--- src/logic/sps_pkg.sv ---
// Package for the synchronous serial port: map, fields, codes, structs.
// Used by sps_port, its bound checker and its bench.
package sps_pkg;
   // APB byte addresses
   localparam logic [7:0] SPS_OFS_DATA = 8'h00;
   localparam logic [7:0] SPS_OFS_CTRL1 = 8'h04;
   localparam logic [7:0] SPS_OFS_STAT = 8'h08;
   localparam logic [7:0] SPS_OFS_CTRL2 = 8'h0c;
   localparam logic [7:0] SPS_OFS_ADDR = 8'h10;
   localparam logic [7:0] SPS_OFS_WAKE = 8'h14;

   // Reset values
   localparam logic [7:0] SPS_RST_CTRL1 = 8'h00;
   localparam logic [7:0] SPS_RST_CTRL2 = 8'h00;
   localparam logic [7:0] SPS_RST_STAT = 8'h00;
   localparam logic [7:0] SPS_RST_ADDR = 8'h00;

   // Control one fields
   localparam int SPS_C1_WRITE_COLLISION_FLAG = 7;
   localparam int SPS_C1_OVF = 6;
   localparam int SPS_C1_EN = 5;
   localparam int SPS_C1_CKP = 4;
   // Status fields
   localparam int SPS_ST_SMP = 7;
   localparam int SPS_ST_CKE = 6;
   localparam int SPS_ST_DNA = 5;
   localparam int SPS_ST_STOP = 4;
   localparam int SPS_ST_START = 3;
   localparam int SPS_ST_RW = 2;
   localparam int SPS_ST_UA = 1;
   localparam int SPS_ST_BF = 0;
   // Control two request bits
   localparam int SPS_C2_ACK = 4;
   localparam int SPS_C2_RCV = 3;
   localparam int SPS_C2_STOP = 2;
   localparam int SPS_C2_RST = 1;
   localparam int SPS_C2_START = 0;
   // Wake fields
   localparam int SPS_WK_FLAG = 0;
   localparam int SPS_WK_IEN = 1;

   // Mode codes
   localparam logic [3:0] SPS_M_SPI_M4 = 4'h0;
   localparam logic [3:0] SPS_M_SPI_M16 = 4'h1;
   localparam logic [3:0] SPS_M_SPI_M64 = 4'h2;
   localparam logic [3:0] SPS_M_SPI_MTMR = 4'h3;
   localparam logic [3:0] SPS_M_SPI_SSS = 4'h4;
   localparam logic [3:0] SPS_M_SPI_SNS = 4'h5;
   localparam logic [3:0] SPS_M_TW_S7 = 4'h6;
   localparam logic [3:0] SPS_M_TW_S10 = 4'h7;
   localparam logic [3:0] SPS_M_TW_MST = 4'h8;
   localparam logic [3:0] SPS_M_TW_FWM = 4'hb;
   localparam logic [3:0] SPS_M_TW_S7I = 4'he;
   localparam logic [3:0] SPS_M_TW_S10I = 4'hf;

   // Last divider count of a master half period, pclk cycles minus one
   localparam logic [4:0] SPS_HALF_DIV4 = 5'd1;
   localparam logic [4:0] SPS_HALF_DIV16 = 5'd7;
   localparam logic [4:0] SPS_HALF_DIV64 = 5'd31;
   localparam logic [3:0] SPS_BITS = 4'd8;

   typedef struct packed {
      logic sclk_in;
      logic ss_n;
      logic serial_data_input;
   } sps_pin_in_s;

   typedef struct packed {
      logic sclk_out;
      logic sclk_oe;
      logic serial_data_output;
      logic sdo_oe;
   } sps_pin_out_s;

   // Two-wire engine events
   typedef struct packed {
      logic start_det;
      logic stop_det;
      logic nack_det;
      logic addr_match;
      logic rw_bit;
      logic byte_done;
      logic is_data;
      logic [7:0] rx_byte;
      logic ua_req;
      logic tx_active;
      logic seq_done;
   } sps_tw_evt_s;

   typedef struct packed {
      logic slew_ctrl_en;
      logic smbus_thr_en;
      logic [6:0] baud_reload;
      logic [7:0] own_address;
      logic port_active;
   } sps_tw_cfg_s;
endpackage

--- src/logic/sps_port.sv ---
// Synchronous serial port: APB registers, SPI shifter, two-wire status.
// Assumes one clock; serial clock and select pins pass two-flop synchronisers.
//
// How it works
// - Selected slave with select control shifts and drives data out.
// - Select high releases data output two pclk cycles later, after the synchroniser, even mid byte.
// - Select high holds port logic in reset in that mode.
// - Port reset clears bit counter; select high or enable cleared.
// - Master clocks freeze in sleep, resume on run.
// - Master completion wakes only when interrupts enabled.
// - Slave shifts on external clock; 8 bits set flag.
// - Device reset disables port, aborts transfer.
// - SPI modes map to polarity and edge bits.
// - Status low six bits read-only, top two writable; controls writable.
// - Address register: own address, or low seven bits baud reload.
// - Completed byte goes to data buffer if not full, sets interrupt flag.
// - Buffer write loads shift register too in SPI modes.
// - Two-wire: sample bit set disables slew control.
// - Two-wire: edge bit enables bus input thresholds.
// - Two-wire slave: data-not-address flag shows last byte kind.
// - Stop/start flags show latest condition; cleared on reset/disable.
// - Slave read-write bit holds matched direction until start, stop, nack.
// - Master read-write bit shows transmit; OR with requests means active.
// - Ten-bit slave flags address rewrite.
// - Buffer full while buffer holds unconsumed byte.
// - SPI mode field decodes master rates and slave options.
// - Polarity bit sets serial clock idle level.
// - Buffer write in transfer ignored; sets sticky collision flag.
// - Two-wire mode field decodes slave and master codes.
//
// Our own choices: the APB register port and the address map.
`timescale 1ns/1ns
module sps_port
   import sps_pkg::*;
(
   input wire logic pclk, // APB clock
   input wire logic presetn, // Async reset, active low
   input wire logic psel, // APB select
   input wire logic penable, // APB enable
   input wire logic pwrite, // APB direction
   input wire logic [7:0] paddr, // APB byte address
   input wire logic [31:0] pwdata, // APB write data
   output logic [31:0] prdata, // APB read data
   output logic pready, // APB ready
   output logic pslverr, // APB error
   input wire sps_pin_in_s pins_in, // Serial pin inputs
   output sps_pin_out_s pins_out, // Serial pin outputs
   input wire logic timer_tick, // Timer pulse for timer-rate master
   input wire logic sleep_mode, // Device is in sleep
   input wire sps_tw_evt_s tw_evt, // Two-wire engine events
   output sps_tw_cfg_s tw_cfg, // Two-wire configuration
   output logic port_interrupt_flag, // Port interrupt flag
   output logic wake_request // Wake request
);
   logic [7:0] ctrl1_reg;
   logic [7:0] ctrl2_reg;
   logic [1:0] stat_hi_reg;
   logic [7:0] addr_reg;
   logic [7:0] buf_reg;
   logic [7:0] shift_reg;
   logic [3:0] bit_cnt_reg;
   logic busy_reg;
   logic bf_reg;
   logic flag_reg;
   logic ien_reg;
   logic dna_reg;
   logic stop_reg;
   logic start_reg;
   logic rw_reg;
   logic ua_reg;
   logic out_bit_reg;
   logic sclk_reg;
   logic [4:0] div_reg;
   logic [31:0] rdata_reg;
   logic [1:0] sclk_sync_reg;
   logic sclk_prev_reg;
   logic [1:0] ss_sync_reg;
   logic sdi_reg;
   logic wake_reg;

   logic port_en, clock_polarity_bit, cke;
   logic [3:0] mode;
   logic spi_master, spi_slave, ss_ctrl, tw_mode, tw_master, tw_slave, tw_ten;
   logic ss_reset, ss_active;
   logic lead_edge, trail_edge, sample_edge, drive_edge;
   logic done, sclk_tick, master_run;
   logic [4:0] half_div;
   logic wr_acc, rd_acc, wr_data, rd_data, wr_ctrl1, wr_ctrl2, wr_stat, wr_addr, wr_wake;
   logic mapped, collide, rx_done, tw_rx_done;
   logic [7:0] rx_byte;
   logic [7:0] stat_val;

   assign port_en = ctrl1_reg[SPS_C1_EN];
   assign clock_polarity_bit = ctrl1_reg[SPS_C1_CKP];
   assign cke = stat_hi_reg[0];
   assign mode = ctrl1_reg[3:0];

   // Mode field decode
   always_comb begin
      spi_master = 1'b0;
      spi_slave = 1'b0;
      ss_ctrl = 1'b0;
      tw_master = 1'b0;
      tw_slave = 1'b0;
      tw_ten = 1'b0;
      half_div = SPS_HALF_DIV4;
      unique case (mode)
         SPS_M_SPI_M4: spi_master = 1'b1;
         SPS_M_SPI_M16: begin
            spi_master = 1'b1;
            half_div = SPS_HALF_DIV16;
         end
         SPS_M_SPI_M64: begin
            spi_master = 1'b1;
            half_div = SPS_HALF_DIV64;
         end
         SPS_M_SPI_MTMR: spi_master = 1'b1;
         SPS_M_SPI_SSS: begin
            spi_slave = 1'b1;
            ss_ctrl = 1'b1;
         end
         SPS_M_SPI_SNS: spi_slave = 1'b1;
         SPS_M_TW_S7, SPS_M_TW_S7I: tw_slave = 1'b1;
         SPS_M_TW_S10, SPS_M_TW_S10I: begin
            tw_slave = 1'b1;
            tw_ten = 1'b1;
         end
         SPS_M_TW_MST, SPS_M_TW_FWM: tw_master = 1'b1;
         default: ;
      endcase
   end
   assign tw_mode = tw_master | tw_slave;

   // Select reset and activity
   assign ss_reset = !port_en || (ss_ctrl && ss_sync_reg[1]);
   assign ss_active = spi_slave && port_en && !(ss_ctrl && ss_sync_reg[1]);

   // Pin synchronisers
   always_ff @(posedge pclk or negedge presetn) begin
      if (!presetn) begin
         sclk_sync_reg <= 2'b00;
         sclk_prev_reg <= 1'b0;
         ss_sync_reg <= 2'b11;
         sdi_reg <= 1'b0;
      end else begin
         sclk_sync_reg <= {sclk_sync_reg[0], pins_in.sclk_in};
         sclk_prev_reg <= sclk_sync_reg[1];
         ss_sync_reg <= {ss_sync_reg[0], pins_in.ss_n};
         sdi_reg <= pins_in.serial_data_input;
      end
   end

   // Master clock generator, frozen in sleep
   assign master_run = spi_master && port_en && busy_reg && !sleep_mode;
   assign sclk_tick = master_run && !(bit_cnt_reg == SPS_BITS && sclk_reg == clock_polarity_bit) &&
      ((mode == SPS_M_SPI_MTMR) ? timer_tick : (div_reg == half_div));

   always_ff @(posedge pclk or negedge presetn) begin
      if (!presetn) begin
         div_reg <= 5'd0;
         sclk_reg <= 1'b0;
      end else if (!spi_master || !busy_reg) begin
         div_reg <= 5'd0;
         sclk_reg <= clock_polarity_bit;
      end else if (master_run) begin
         div_reg <= (div_reg == half_div) ? 5'd0 : div_reg + 5'd1;
         if (sclk_tick)
            sclk_reg <= !sclk_reg;
      end
   end

   // Edges against idle level
   always_comb begin
      lead_edge = 1'b0;
      trail_edge = 1'b0;
      if (spi_master) begin
         lead_edge = sclk_tick && (sclk_reg == clock_polarity_bit);
         trail_edge = sclk_tick && (sclk_reg != clock_polarity_bit);
      end else if (ss_active) begin
         lead_edge = (sclk_prev_reg == clock_polarity_bit) && (sclk_sync_reg[1] != clock_polarity_bit);
         trail_edge = (sclk_prev_reg != clock_polarity_bit) && (sclk_sync_reg[1] == clock_polarity_bit);
      end
   end
   // Edge bit set: drive on trailing, sample on leading
   assign sample_edge = cke ? lead_edge : trail_edge;
   assign drive_edge = cke ? trail_edge : lead_edge;

   assign done = (bit_cnt_reg == SPS_BITS) && (spi_slave || (sclk_reg == clock_polarity_bit));
   assign rx_done = port_en && !ss_reset && done;
   assign rx_byte = shift_reg;
   assign tw_rx_done = port_en && tw_mode && tw_evt.byte_done;

   // APB decode
   assign wr_acc = psel && penable && pwrite;
   assign rd_acc = psel && penable && !pwrite;
   assign mapped = (paddr == SPS_OFS_DATA) || (paddr == SPS_OFS_CTRL1) || (paddr == SPS_OFS_STAT) ||
      (paddr == SPS_OFS_CTRL2) || (paddr == SPS_OFS_ADDR) || (paddr == SPS_OFS_WAKE);
   assign wr_data = wr_acc && paddr == SPS_OFS_DATA;
   assign rd_data = rd_acc && paddr == SPS_OFS_DATA;
   assign wr_ctrl1 = wr_acc && paddr == SPS_OFS_CTRL1;
   assign wr_ctrl2 = wr_acc && paddr == SPS_OFS_CTRL2;
   assign wr_stat = wr_acc && paddr == SPS_OFS_STAT;
   assign wr_addr = wr_acc && paddr == SPS_OFS_ADDR;
   assign wr_wake = wr_acc && paddr == SPS_OFS_WAKE;
   assign pready = 1'b1;
   assign pslverr = psel && penable && !mapped;
   assign prdata = rdata_reg;

   assign collide = busy_reg || (spi_slave && bit_cnt_reg != 4'd0) || tw_evt.tx_active;

   // Control registers; hardware set and clear win over writes
   always_ff @(posedge pclk or negedge presetn) begin
      if (!presetn) begin
         ctrl1_reg <= SPS_RST_CTRL1;
         ctrl2_reg <= SPS_RST_CTRL2;
         stat_hi_reg <= SPS_RST_STAT[7:6];
         addr_reg <= SPS_RST_ADDR;
      end else begin
         if (wr_ctrl1)
            ctrl1_reg <= pwdata[7:0];
         if (wr_data && collide && port_en)
            ctrl1_reg[SPS_C1_WRITE_COLLISION_FLAG] <= 1'b1;
         if ((rx_done || tw_rx_done) && bf_reg)
            ctrl1_reg[SPS_C1_OVF] <= 1'b1;
         if (wr_stat)
            stat_hi_reg <= pwdata[7:6];
         if (wr_addr)
            addr_reg <= pwdata[7:0];
         if (wr_ctrl2)
            ctrl2_reg <= pwdata[7:0];
         if (tw_evt.seq_done) begin
            ctrl2_reg[SPS_C2_ACK] <= 1'b0;
            ctrl2_reg[SPS_C2_RCV] <= 1'b0;
            ctrl2_reg[SPS_C2_STOP] <= 1'b0;
            ctrl2_reg[SPS_C2_RST] <= 1'b0;
            ctrl2_reg[SPS_C2_START] <= 1'b0;
         end
      end
   end

   // Shifter and bit counter
   always_ff @(posedge pclk or negedge presetn) begin
      if (!presetn) begin
         shift_reg <= 8'h00;
         bit_cnt_reg <= 4'd0;
         busy_reg <= 1'b0;
         out_bit_reg <= 1'b0;
      end else if (ss_reset) begin
         bit_cnt_reg <= 4'd0;
         busy_reg <= 1'b0;
         if (wr_data && !tw_mode) begin
            shift_reg <= pwdata[7:0];
            out_bit_reg <= pwdata[7];
         end
      end else if (done) begin
         bit_cnt_reg <= 4'd0;
         busy_reg <= 1'b0;
      end else if (wr_data && !collide && !tw_mode) begin
         shift_reg <= pwdata[7:0];
         out_bit_reg <= pwdata[7];
         busy_reg <= spi_master;
      end else begin
         if (sample_edge && bit_cnt_reg != SPS_BITS) begin
            shift_reg <= {shift_reg[6:0], sdi_reg};
            bit_cnt_reg <= bit_cnt_reg + 4'd1;
         end
         if (drive_edge)
            out_bit_reg <= shift_reg[7];
      end
   end

   // Buffer, full flag, interrupt flag
   always_ff @(posedge pclk or negedge presetn) begin
      if (!presetn) begin
         buf_reg <= 8'h00;
         bf_reg <= 1'b0;
         flag_reg <= 1'b0;
         ien_reg <= 1'b0;
      end else begin
         if (wr_wake) begin
            flag_reg <= pwdata[SPS_WK_FLAG];
            ien_reg <= pwdata[SPS_WK_IEN];
         end
         if (rd_data)
            bf_reg <= 1'b0;
         if (wr_data && !collide) begin
            buf_reg <= pwdata[7:0];
            bf_reg <= tw_mode;
         end
         if (rx_done) begin
            flag_reg <= 1'b1;
            if (!bf_reg) begin
               buf_reg <= rx_byte;
               bf_reg <= 1'b1;
            end
         end
         if (tw_rx_done) begin
            flag_reg <= 1'b1;
            if (!bf_reg) begin
               buf_reg <= tw_evt.rx_byte;
               bf_reg <= 1'b1;
            end
         end
         if (port_en && tw_slave && tw_evt.addr_match)
            flag_reg <= 1'b1;
      end
   end

   // Two-wire status flags
   always_ff @(posedge pclk or negedge presetn) begin
      if (!presetn) begin
         dna_reg <= 1'b0;
         stop_reg <= 1'b0;
         start_reg <= 1'b0;
         rw_reg <= 1'b0;
         ua_reg <= 1'b0;
      end else if (!port_en || !tw_mode) begin
         stop_reg <= 1'b0;
         start_reg <= 1'b0;
         dna_reg <= 1'b0;
         rw_reg <= 1'b0;
         ua_reg <= 1'b0;
      end else begin
         if (tw_evt.start_det) begin
            start_reg <= 1'b1;
            stop_reg <= 1'b0;
         end
         if (tw_evt.stop_det) begin
            stop_reg <= 1'b1;
            start_reg <= 1'b0;
         end
         if (tw_slave && tw_evt.byte_done)
            dna_reg <= tw_evt.is_data;
         if (tw_evt.start_det || tw_evt.stop_det || tw_evt.nack_det)
            rw_reg <= 1'b0;
         if (tw_slave && tw_evt.addr_match)
            rw_reg <= tw_evt.rw_bit;
         if (tw_ten && tw_evt.ua_req)
            ua_reg <= 1'b1;
         else if (wr_addr)
            ua_reg <= 1'b0;
      end
   end

   // Status readback
   always_comb begin
      stat_val = 8'h00;
      stat_val[SPS_ST_SMP] = stat_hi_reg[1];
      stat_val[SPS_ST_CKE] = stat_hi_reg[0];
      stat_val[SPS_ST_DNA] = tw_slave ? dna_reg : 1'b0;
      stat_val[SPS_ST_STOP] = stop_reg;
      stat_val[SPS_ST_START] = start_reg;
      stat_val[SPS_ST_RW] = tw_master ? tw_evt.tx_active : rw_reg;
      stat_val[SPS_ST_UA] = ua_reg;
      stat_val[SPS_ST_BF] = bf_reg;
   end

   // Read data captured in the setup cycle
   always_ff @(posedge pclk or negedge presetn) begin
      if (!presetn)
         rdata_reg <= 32'h0000_0000;
      else if (psel && !penable && !pwrite) begin
         unique case (paddr)
            SPS_OFS_DATA: rdata_reg <= {24'h000000, buf_reg};
            SPS_OFS_CTRL1: rdata_reg <= {24'h000000, ctrl1_reg};
            SPS_OFS_STAT: rdata_reg <= {24'h000000, stat_val};
            SPS_OFS_CTRL2: rdata_reg <= {24'h000000, ctrl2_reg};
            SPS_OFS_ADDR: rdata_reg <= {24'h000000, addr_reg};
            SPS_OFS_WAKE: rdata_reg <= {30'h00000000, ien_reg, flag_reg};
            default: rdata_reg <= 32'h0000_0000;
         endcase
      end
   end

   // Wake request
   always_ff @(posedge pclk or negedge presetn) begin
      if (!presetn)
         wake_reg <= 1'b0;
      else
         wake_reg <= flag_reg && ien_reg;
   end

   assign port_interrupt_flag = flag_reg;
   assign wake_request = wake_reg;
   assign pins_out.sclk_out = sclk_reg;
   assign pins_out.sclk_oe = port_en && spi_master;
   assign pins_out.serial_data_output = out_bit_reg;
   assign pins_out.sdo_oe = port_en && (spi_master || ss_active);
   assign tw_cfg.slew_ctrl_en = !stat_hi_reg[1];
   assign tw_cfg.smbus_thr_en = tw_mode && stat_hi_reg[0];
   assign tw_cfg.baud_reload = addr_reg[6:0];
   assign tw_cfg.own_address = addr_reg;
   assign tw_cfg.port_active = tw_master && (tw_evt.tx_active || ctrl2_reg[SPS_C2_ACK] ||
      ctrl2_reg[SPS_C2_RCV] || ctrl2_reg[SPS_C2_STOP] || ctrl2_reg[SPS_C2_RST] ||
      ctrl2_reg[SPS_C2_START]);
endmodule // sps_port

--- config.mk ---
export PLATFORM = sky130hd
export DESIGN_NAME = sps_port
export DESIGN_NICKNAME = d
export VERILOG_FILES = /design/src/logic/sps_pkg.sv /design/src/logic/sps_port.sv
export SDC_FILE = /design/constraint.sdc
export NUM_CORES = 1
export LEC_CHECK = 0
export BUFFER_PORTS_ARGS = -buffer_cell sky130_fd_sc_hd__buf_4
export CELL_PAD_IN_SITES_DETAIL_PLACEMENT = 0
export CELL_PAD_IN_SITES_GLOBAL_PLACEMENT = 1
export CORE_MARGIN = 1
export CORE_UTILIZATION = 43
export CTS_BUF_LIST = sky130_fd_sc_hd__clkbuf_16
export CTS_CLUSTER_DIAMETER = 150
export DETAILED_ROUTE_END_ITERATION = 10
export PLACE_DENSITY_LB_ADDON = 0.1
export SYNTH_ARGS = -nofsm -noshare
export SYNTH_HDL_FRONTEND = slang
export SYNTH_SLANG_ARGS = --single-unit
--- constraint.sdc ---
create_clock -name pclk -period 5.3 [get_ports pclk]
set_clock_uncertainty 0.2 [all_clocks]
set_input_delay 0.265 -clock pclk [delete_from_list [all_inputs] [get_ports pclk]]
set_output_delay 0.265 -clock pclk [all_outputs]
set_load 0.02 [all_outputs]
-- After elaboration in Yosys (flattened, before gate mapping)
Index checks and enable logic that the tools add are counted.
- flip-flop bits (word level): 101
- output and inout port bits: 58
- add/sub/neg operators: 2
- eq/ne operators: 28
- muxes and demuxes: 74
- bitwise logic cells: 1
- reductions and logical operators: 108
- operators by type and width (operator ; number):
    2-to-1 mux 8 bit ; 11
    2-to-1 mux 1 bit ; 52
    logical AND 1 bit ; 48
    case mux 8 bit (6 select lines) ; 1
    2-to-1 mux 5 bit ; 5
    nonzero test 3 bit ; 7
    equality test 4 bit, second input constant ; 5
    logical OR 1 bit ; 20
    equality test 4 x 3 -> 1 bit, second input constant ; 4
    equality test 8 x 4 -> 1 bit, second input constant ; 2
    equality test 8 x 5 -> 1 bit, second input constant ; 2
    2-to-1 mux 4 bit ; 4
    logical NOT 1 bit ; 14
    nonzero test 2 bit ; 6
    case mux 5 bit (2 select lines) ; 1
    equality test 4 x 2 -> 1 bit, second input constant ; 2
    equality test 8 x 3 -> 1 bit, second input constant ; 1
    logical NOT 8 bit ; 1
    nonzero test 4 bit ; 2
    OR reduction 4 bit ; 2
    AND reduction 3 bit ; 2
    OR reduction 2 bit ; 3
    adder 5 x 1 -> 5 bit, second input constant ; 1
    equality test 5 bit ; 1
    11 further kinds ; 16

-- Logic depth before layout (Yosys ltp)
- depth after elaboration: 16
- gate-level depth with buffers: 11

-- Worst setup path before layout
OpenSTA, ideal clock, no wires.
- path kind: register to register
- from: register bit_cnt_reg[0]
- to: register buf_reg[6]
- library setup time: 0.125 ns
- arrival: 2.095 ns
- slack: 2.880 ns
- stages on the path, launching flop included: 12
- buffers on the path: 3
- cells stage by stage: dfrtp_1 -> inv_1 -> ha_1 -> and3b_1 -> clkbuf_2 -> o21ai_0 -> or3_1 -> buf_2 -> buf_4 -> nor2_1 -> a21oi_1 -> mux2_2
- cells in the longest elaborated chain, start to end: 11
- elaborated cells between the ends (all ways): 14
- RTL lines (what ; RTL line ; RTL):
    start, declared ; sps_port.sv:61 ; logic [3:0] bit_cnt_reg;
    start signal, assigned ; sps_port.sv:265 ; bit_cnt_reg <= bit_cnt_reg + 4'd1;
    nonzero test 4 bit ; sps_port.sv:209 ; assign collide = busy_reg || (spi_slave && bit_cnt_reg != 4'd0) || tw_evt.tx_active;
    logical AND 1 bit ; sps_port.sv:209 ;
    logical OR 1 bit (2 in a row) ; sps_port.sv:209 ;
    logical NOT 1 bit ; sps_port.sv:286 ; if (wr_data && !collide) begin
    logical AND 1 bit ; sps_port.sv:286 ;
    2-to-1 mux 8 bit ; sps_port.sv:286 ;
    2-to-1 mux 8 bit ; sps_port.sv:292 ; if (!bf_reg) begin
    2-to-1 mux 8 bit * ; sps_port.sv:290 ; if (rx_done) begin
    2-to-1 mux 8 bit ; sps_port.sv:299 ; if (!bf_reg) begin
    2-to-1 mux 8 bit * ; sps_port.sv:297 ; if (tw_rx_done) begin
    end signal, assigned ; sps_port.sv:287 ; buf_reg <= pwdata[7:0];
    end signal, assigned ; sps_port.sv:293 ; buf_reg <= rx_byte;
    end signal, assigned ; sps_port.sv:300 ; buf_reg <= tw_evt.rx_byte;
    end, declared ; sps_port.sv:59 ; logic [7:0] buf_reg;
Every way passes the cells marked *; elsewhere a longest branch is shown, timed or not.
A chain may end at the register's enable or synchronous reset.

-- Worst setup path after layout
- from: register ctrl1_reg[2]
- to: register shift_reg[3], in the netlist rx_byte[3]
- cells in the longest elaborated chain, start to end: 14
- elaborated cells between the ends (all ways): 60
- RTL lines (what ; RTL line ; RTL):
    start, declared ; sps_port.sv:55 ; logic [7:0] ctrl1_reg;
    start signal, assigned ; sps_port.sv:220 ; ctrl1_reg <= pwdata[7:0];
    equality test 4 x 2 -> 1 bit, or another cell as far along ; sps_port.sv:107, sps_port.sv:156 ;
    OR reduction 4 bit (no source line) ; - ;
    2-to-1 mux 1 bit ; sps_port.sv:107 ; unique case (mode)
    logical AND 1 bit (3 in a row) ; sps_port.sv:154 ; assign master_run = spi_master && port_en && busy_reg && !sleep_mode;
    logical AND 1 bit (2 in a row) ; sps_port.sv:155 ; assign sclk_tick = master_run && !(bit_cnt_reg == SPS_BITS && sclk_reg == clock_polarity_bit) &&
    logical AND 1 bit (on tied branches) ; sps_port.sv:178, sps_port.sv:177 ;
    2-to-1 mux 1 bit ; sps_port.sv:176 ; if (spi_master) begin
    2-to-1 mux 1 bit ; sps_port.sv:185 ; assign sample_edge = cke ? lead_edge : trail_edge;
    logical AND 1 bit ; sps_port.sv:263 ; if (sample_edge && bit_cnt_reg != SPS_BITS) begin
    nonzero test 3 bit (no source line) ; - ;
    AND reduction 3 bit (no source line) ; - ;
    end signal, assigned ; sps_port.sv:252 ; shift_reg <= pwdata[7:0];
    end signal, assigned ; sps_port.sv:259 ; shift_reg <= pwdata[7:0];
    end signal, assigned ; sps_port.sv:264 ; shift_reg <= {shift_reg[6:0], sdi_reg};
    end, declared ; sps_port.sv:60 ; logic [7:0] shift_reg;
Several ways; a longest one is shown, not always the timed one. The select of a mux whose other input is x is not followed.

==> key figures <==
Setup path
  • Slowest cell on the critical path: dfrtp_1
  • CP Buf/Inv Count: 0
  • Worst setup EP type: flip-flop
  • Worst-path cell chain: or3b_2, o21ai_0, a31o_2, a2bb2oi_2, a22o_1
  • Critical Path Source: ctrl1_reg[2]$_DFFE_PN0P_
  • Setup CP Type: flip-flop to flip-flop
  • Levels on crit path: 5
  • Max incr delay on CP: 650 ps
  • Worst R2R Path Depth: 5
  • Crit path DAT: about 3100 ps
  • CP Launch Type: flip-flop
  • Top delay family on crit path: compound AO/OA/AOI/OAI gates
  • CP Max Fanout: 23
  • Required @ worst endpoint: approximately 5300 ps
  • Worst R2R Start: ctrl1_reg[2]$_DFFE_PN0P_

Flow run
  • Max-cap viol count: 0

Yosys
  • FFs w/ async S/R, synth: 100%
  • Synth Instances: 456
  • Mean Syn Cell Area: 10.0 um^2
  • Synth Flop Type: dfrtp_1
  • Syn. warnings: 0
  • Synth Register Bits: 77
  • Unique masters post-synth: 64
  • Mapped cell area: 4560 um^2
  • Seq/Total Area, Yosys: 42.3%
  • Post-synth EDFFs: 0

Placed design
  • Post-DP HPWL: between 8000 and 9000 um
  • Gpl congestion: about 0.84
  • Port buffer count: 76
  • Placed Cells: 636

Finish
  • Finished Layout Cells: 668
  • Final net count: roughly 600
  • Footprint of the multi-input gates: 2300 um^2
  • ANT cells: 0
  • Fillcell total: 970
  • FF+latch area: 1930 um^2
  • Fraction of layout cells with a size suffix above 1: 26.7%
  • Area Growth Syn to Fin: 20.7%

Floorplanning
  • Initial Utilization: 44.2%
  • Num rows: 37
  • Die Ht: 105 um
  • Die width: 105 um
  • I/O pins: 126
  • Area of the core: 10300 um^2
  • Die area: 11000 um^2

Power
  • Peak VDD IR: 0.130 mV
  • Net Switching: 0.000355 W
  • Leak Pwr: 2.44 nW
  • Sw Share: 24.6%
  • Total power: around 0.0014 W
  • Combinational Power Share: 11.0%
  • Internal Power: 0.00109 W
  • Clock share of power: 45.2%
  • Sequential Power Share: a little over two fifths
  • Pwr Density: 263 nW/um^2

Routing
  • Routed Antenna Nets: 0
  • DR vias: 3655
  • Metal2 WL: 5700 um
  • DRC Markers: 0
  • Drt via density: 5.47
  • WL final: 12000 um
  • Drt pass-1 iters: 4
  • Metal3 WL: 560 um
  • Initial drt markers: about 190
  • Top layer in use: met4
  • WL per Instance: roughly 18 um
  • Post-Route M1 WL: approximately 5500 um

Timing
  • Slew margin rel.: 30.5%
  • Worst Tran Pin Value: 1040 ps
  • Setup total negative slack: 0 ps
  • Setup-failing EPs final: 0
  • Post-layout minimum cycle time: slightly above 3000 ps
  • Final slew viol count: 0
  • Fmax: 0.325 GHz
  • Final worst path period share: 58.0%
  • RSZ-0062 raised after global routing: false
  • Final hold violation count: 0

Global route
  • Grt total ovfl: 0
  • First-pass GRT wire length: 19100 um
  • Largest net degree at the start of global routing: 78
  • Vias in the first global route: 3535
  • Initial antenna violation count: 0
  • Gr usage total: 22.9%

Clock network
  • Worst-path clk slew: 60 ps
  • Clk_lat worst skew: ~340 ps
  • CTS H-tree lvls: 3
  • Num CTS Buffers: 9
  • CTS tree: yes
  • Root buffer cell: clkbuf_16
  • Clock Path Buffers: 2
  • Clk sinks: 77

Min path
  • Hold crit path type: primary input to flip-flop
  • Hold_sp: tw_evt[2]
  • WHS Path Cells: 3

Status
  • Status: finished clean
## what timing repair did
action                                 in CTS  in global routing
gates resized for setup                     0                  0
endpoints found under the hold margin      94                  0
setup buffers                               0                  0
hold buffers                               16                  0
## path summary, 6_finish.rpt
check	to	slack, ps
worst max-delay path	rx_byte[3]$_DFFE_PN0P_	2230
worst min-delay path	ua_reg$_DFFE_PN0P_	6
worst max register to register	rx_byte[3]$_DFFE_PN0P_	2230
worst min register to register	sclk_sync_reg[1]$_DFF_PN0_	150
max in group asynchronous	wake_request$_DFF_PN0_	3820
min in group asynchronous	div_reg[0]$_DFFE_PN0P_	420
## cell usage in the layout, fill, tap and decap left out, drive strengths merged, types with 6 or more instances in the layout
cell type | netlist | final
nor2 | 45 | 45
clkbuf | 8 | 9
o21ai | 9 | 9
o31ai | 11 | 11
and2 | 7 | 7
dfrtp | 75 | 75
mux2i | 22 | 22
a22oi | 8 | 8
o2bb2ai | 7 | 7
a221oi | 6 | 6
inv | 14 | 14
conb | 2 | 25
buf | 48 | 77
dlygate4sd3 | 0 | 16
a21oi | 27 | 27
nand2 | 33 | 33
mux2 | 30 | 30
a22o | 7 | 7
nand3 | 10 | 10
## final cells by class
type	instances	share of cell area [%]
clock inverters	7	1.64
inverters	14	0.955
multi-input cells	332	41.7
well taps	136	3.09
clock buffers	9	4.09
flip-flops and latches	77	35.1
repair buffers	93	13.4
## routing by layer
metal  up-vias  GRT usage, %
met1      1803          32.6
met3        15          2.50
met2        84          35.6
met4         0          9.05
met5         -             0
li1       1753             -
## synth_stat cells, types with 3 or more instances
library cell | n | share of area, %
buf_2 | 9 | 0.99
a22o_1 | 7 | 1.3
and3b_1 | 5 | 0.96
nor2b_1 | 3 | 0.41
nor2_1 | 43 | 3.5
nand3b_1 | 5 | 0.82
mux2i_1 | 22 | 4.8
o22ai_1 | 4 | 0.55
nor3b_1 | 4 | 0.66
o31ai_1 | 10 | 1.6
a31o_2 | 3 | 0.58
nor4_1 | 4 | 0.55
clkbuf_1 | 7 | 0.58
xnor2_1 | 3 | 0.58
mux2_2 | 30 | 7.4
and3_1 | 3 | 0.41
nand2b_1 | 5 | 0.69
a21oi_1 | 27 | 3.0
nor3_1 | 3 | 0.33
a221oi_1 | 6 | 1.2
o21ai_0 | 9 | 0.99
a31oi_1 | 3 | 0.41
a22oi_1 | 7 | 1.2
buf_4 | 36 | 5.9
o2bb2ai_1 | 6 | 1.2
nand2_1 | 32 | 2.6
inv_1 | 14 | 1.2
nor4b_1 | 4 | 0.77
dfrtp_1 | 75 | 41
and2_1 | 7 | 0.96
ha_1 | 3 | 0.82
nand3_1 | 10 | 1.1
## through the flow
step / hold slack (ps) / area, um^2 / setup WS [ps] / utilization, %
floorplan: -231 / 4650 / 2880 / -
detailed placement: 136 / 5030 / 2250 / 48.7
finish: 6.44 / 5500 / 2230 / 53.3
global placement: 133 / 5030 / 2270 / 48.7
CTS: 4.33 / 5500 / 2250 / 53.3
global route: 30.1 / 5500 / 2030 / 53.3
## worst min-delay path, delay by kind of cell
kind	cells	cell delay, ps
and+or+nand+nor	1	80
buffers and inverters	1	80
AOI/OAI and AO/OA	1	80
## power by group through the flow
stage	Combinational, W	Clock [W]	Sequential (W)
final	0.000159	0.000653	0.000634
after global routing	0.000174	0.000692	0.000637
after CTS	0.000160	0.000667	0.000634
after detailed placement	0.000151	0	0.000644
after global placement	0.000150	0	0.000644
after floorplan	0.0000913	0	0.000644
## kinds of logic (layout without fill, tap and decap cells)
logic type                 Yosys count  after routing  share of synthesized area, %
and+or+nand+nor                    141            141                          16.3
AOI/OAI and AO/OA                  106            106                          17.3
DFF                                 77             77                          42.3
buffers and inverters               70            123                          9.33
muxes                               54             54                          13.2
adders and majority gates            3              3                         0.823
xor gates and xnor gates             3              3                         0.576
other                                2             25                         0.165
Power figures use the tool's default switching activity.
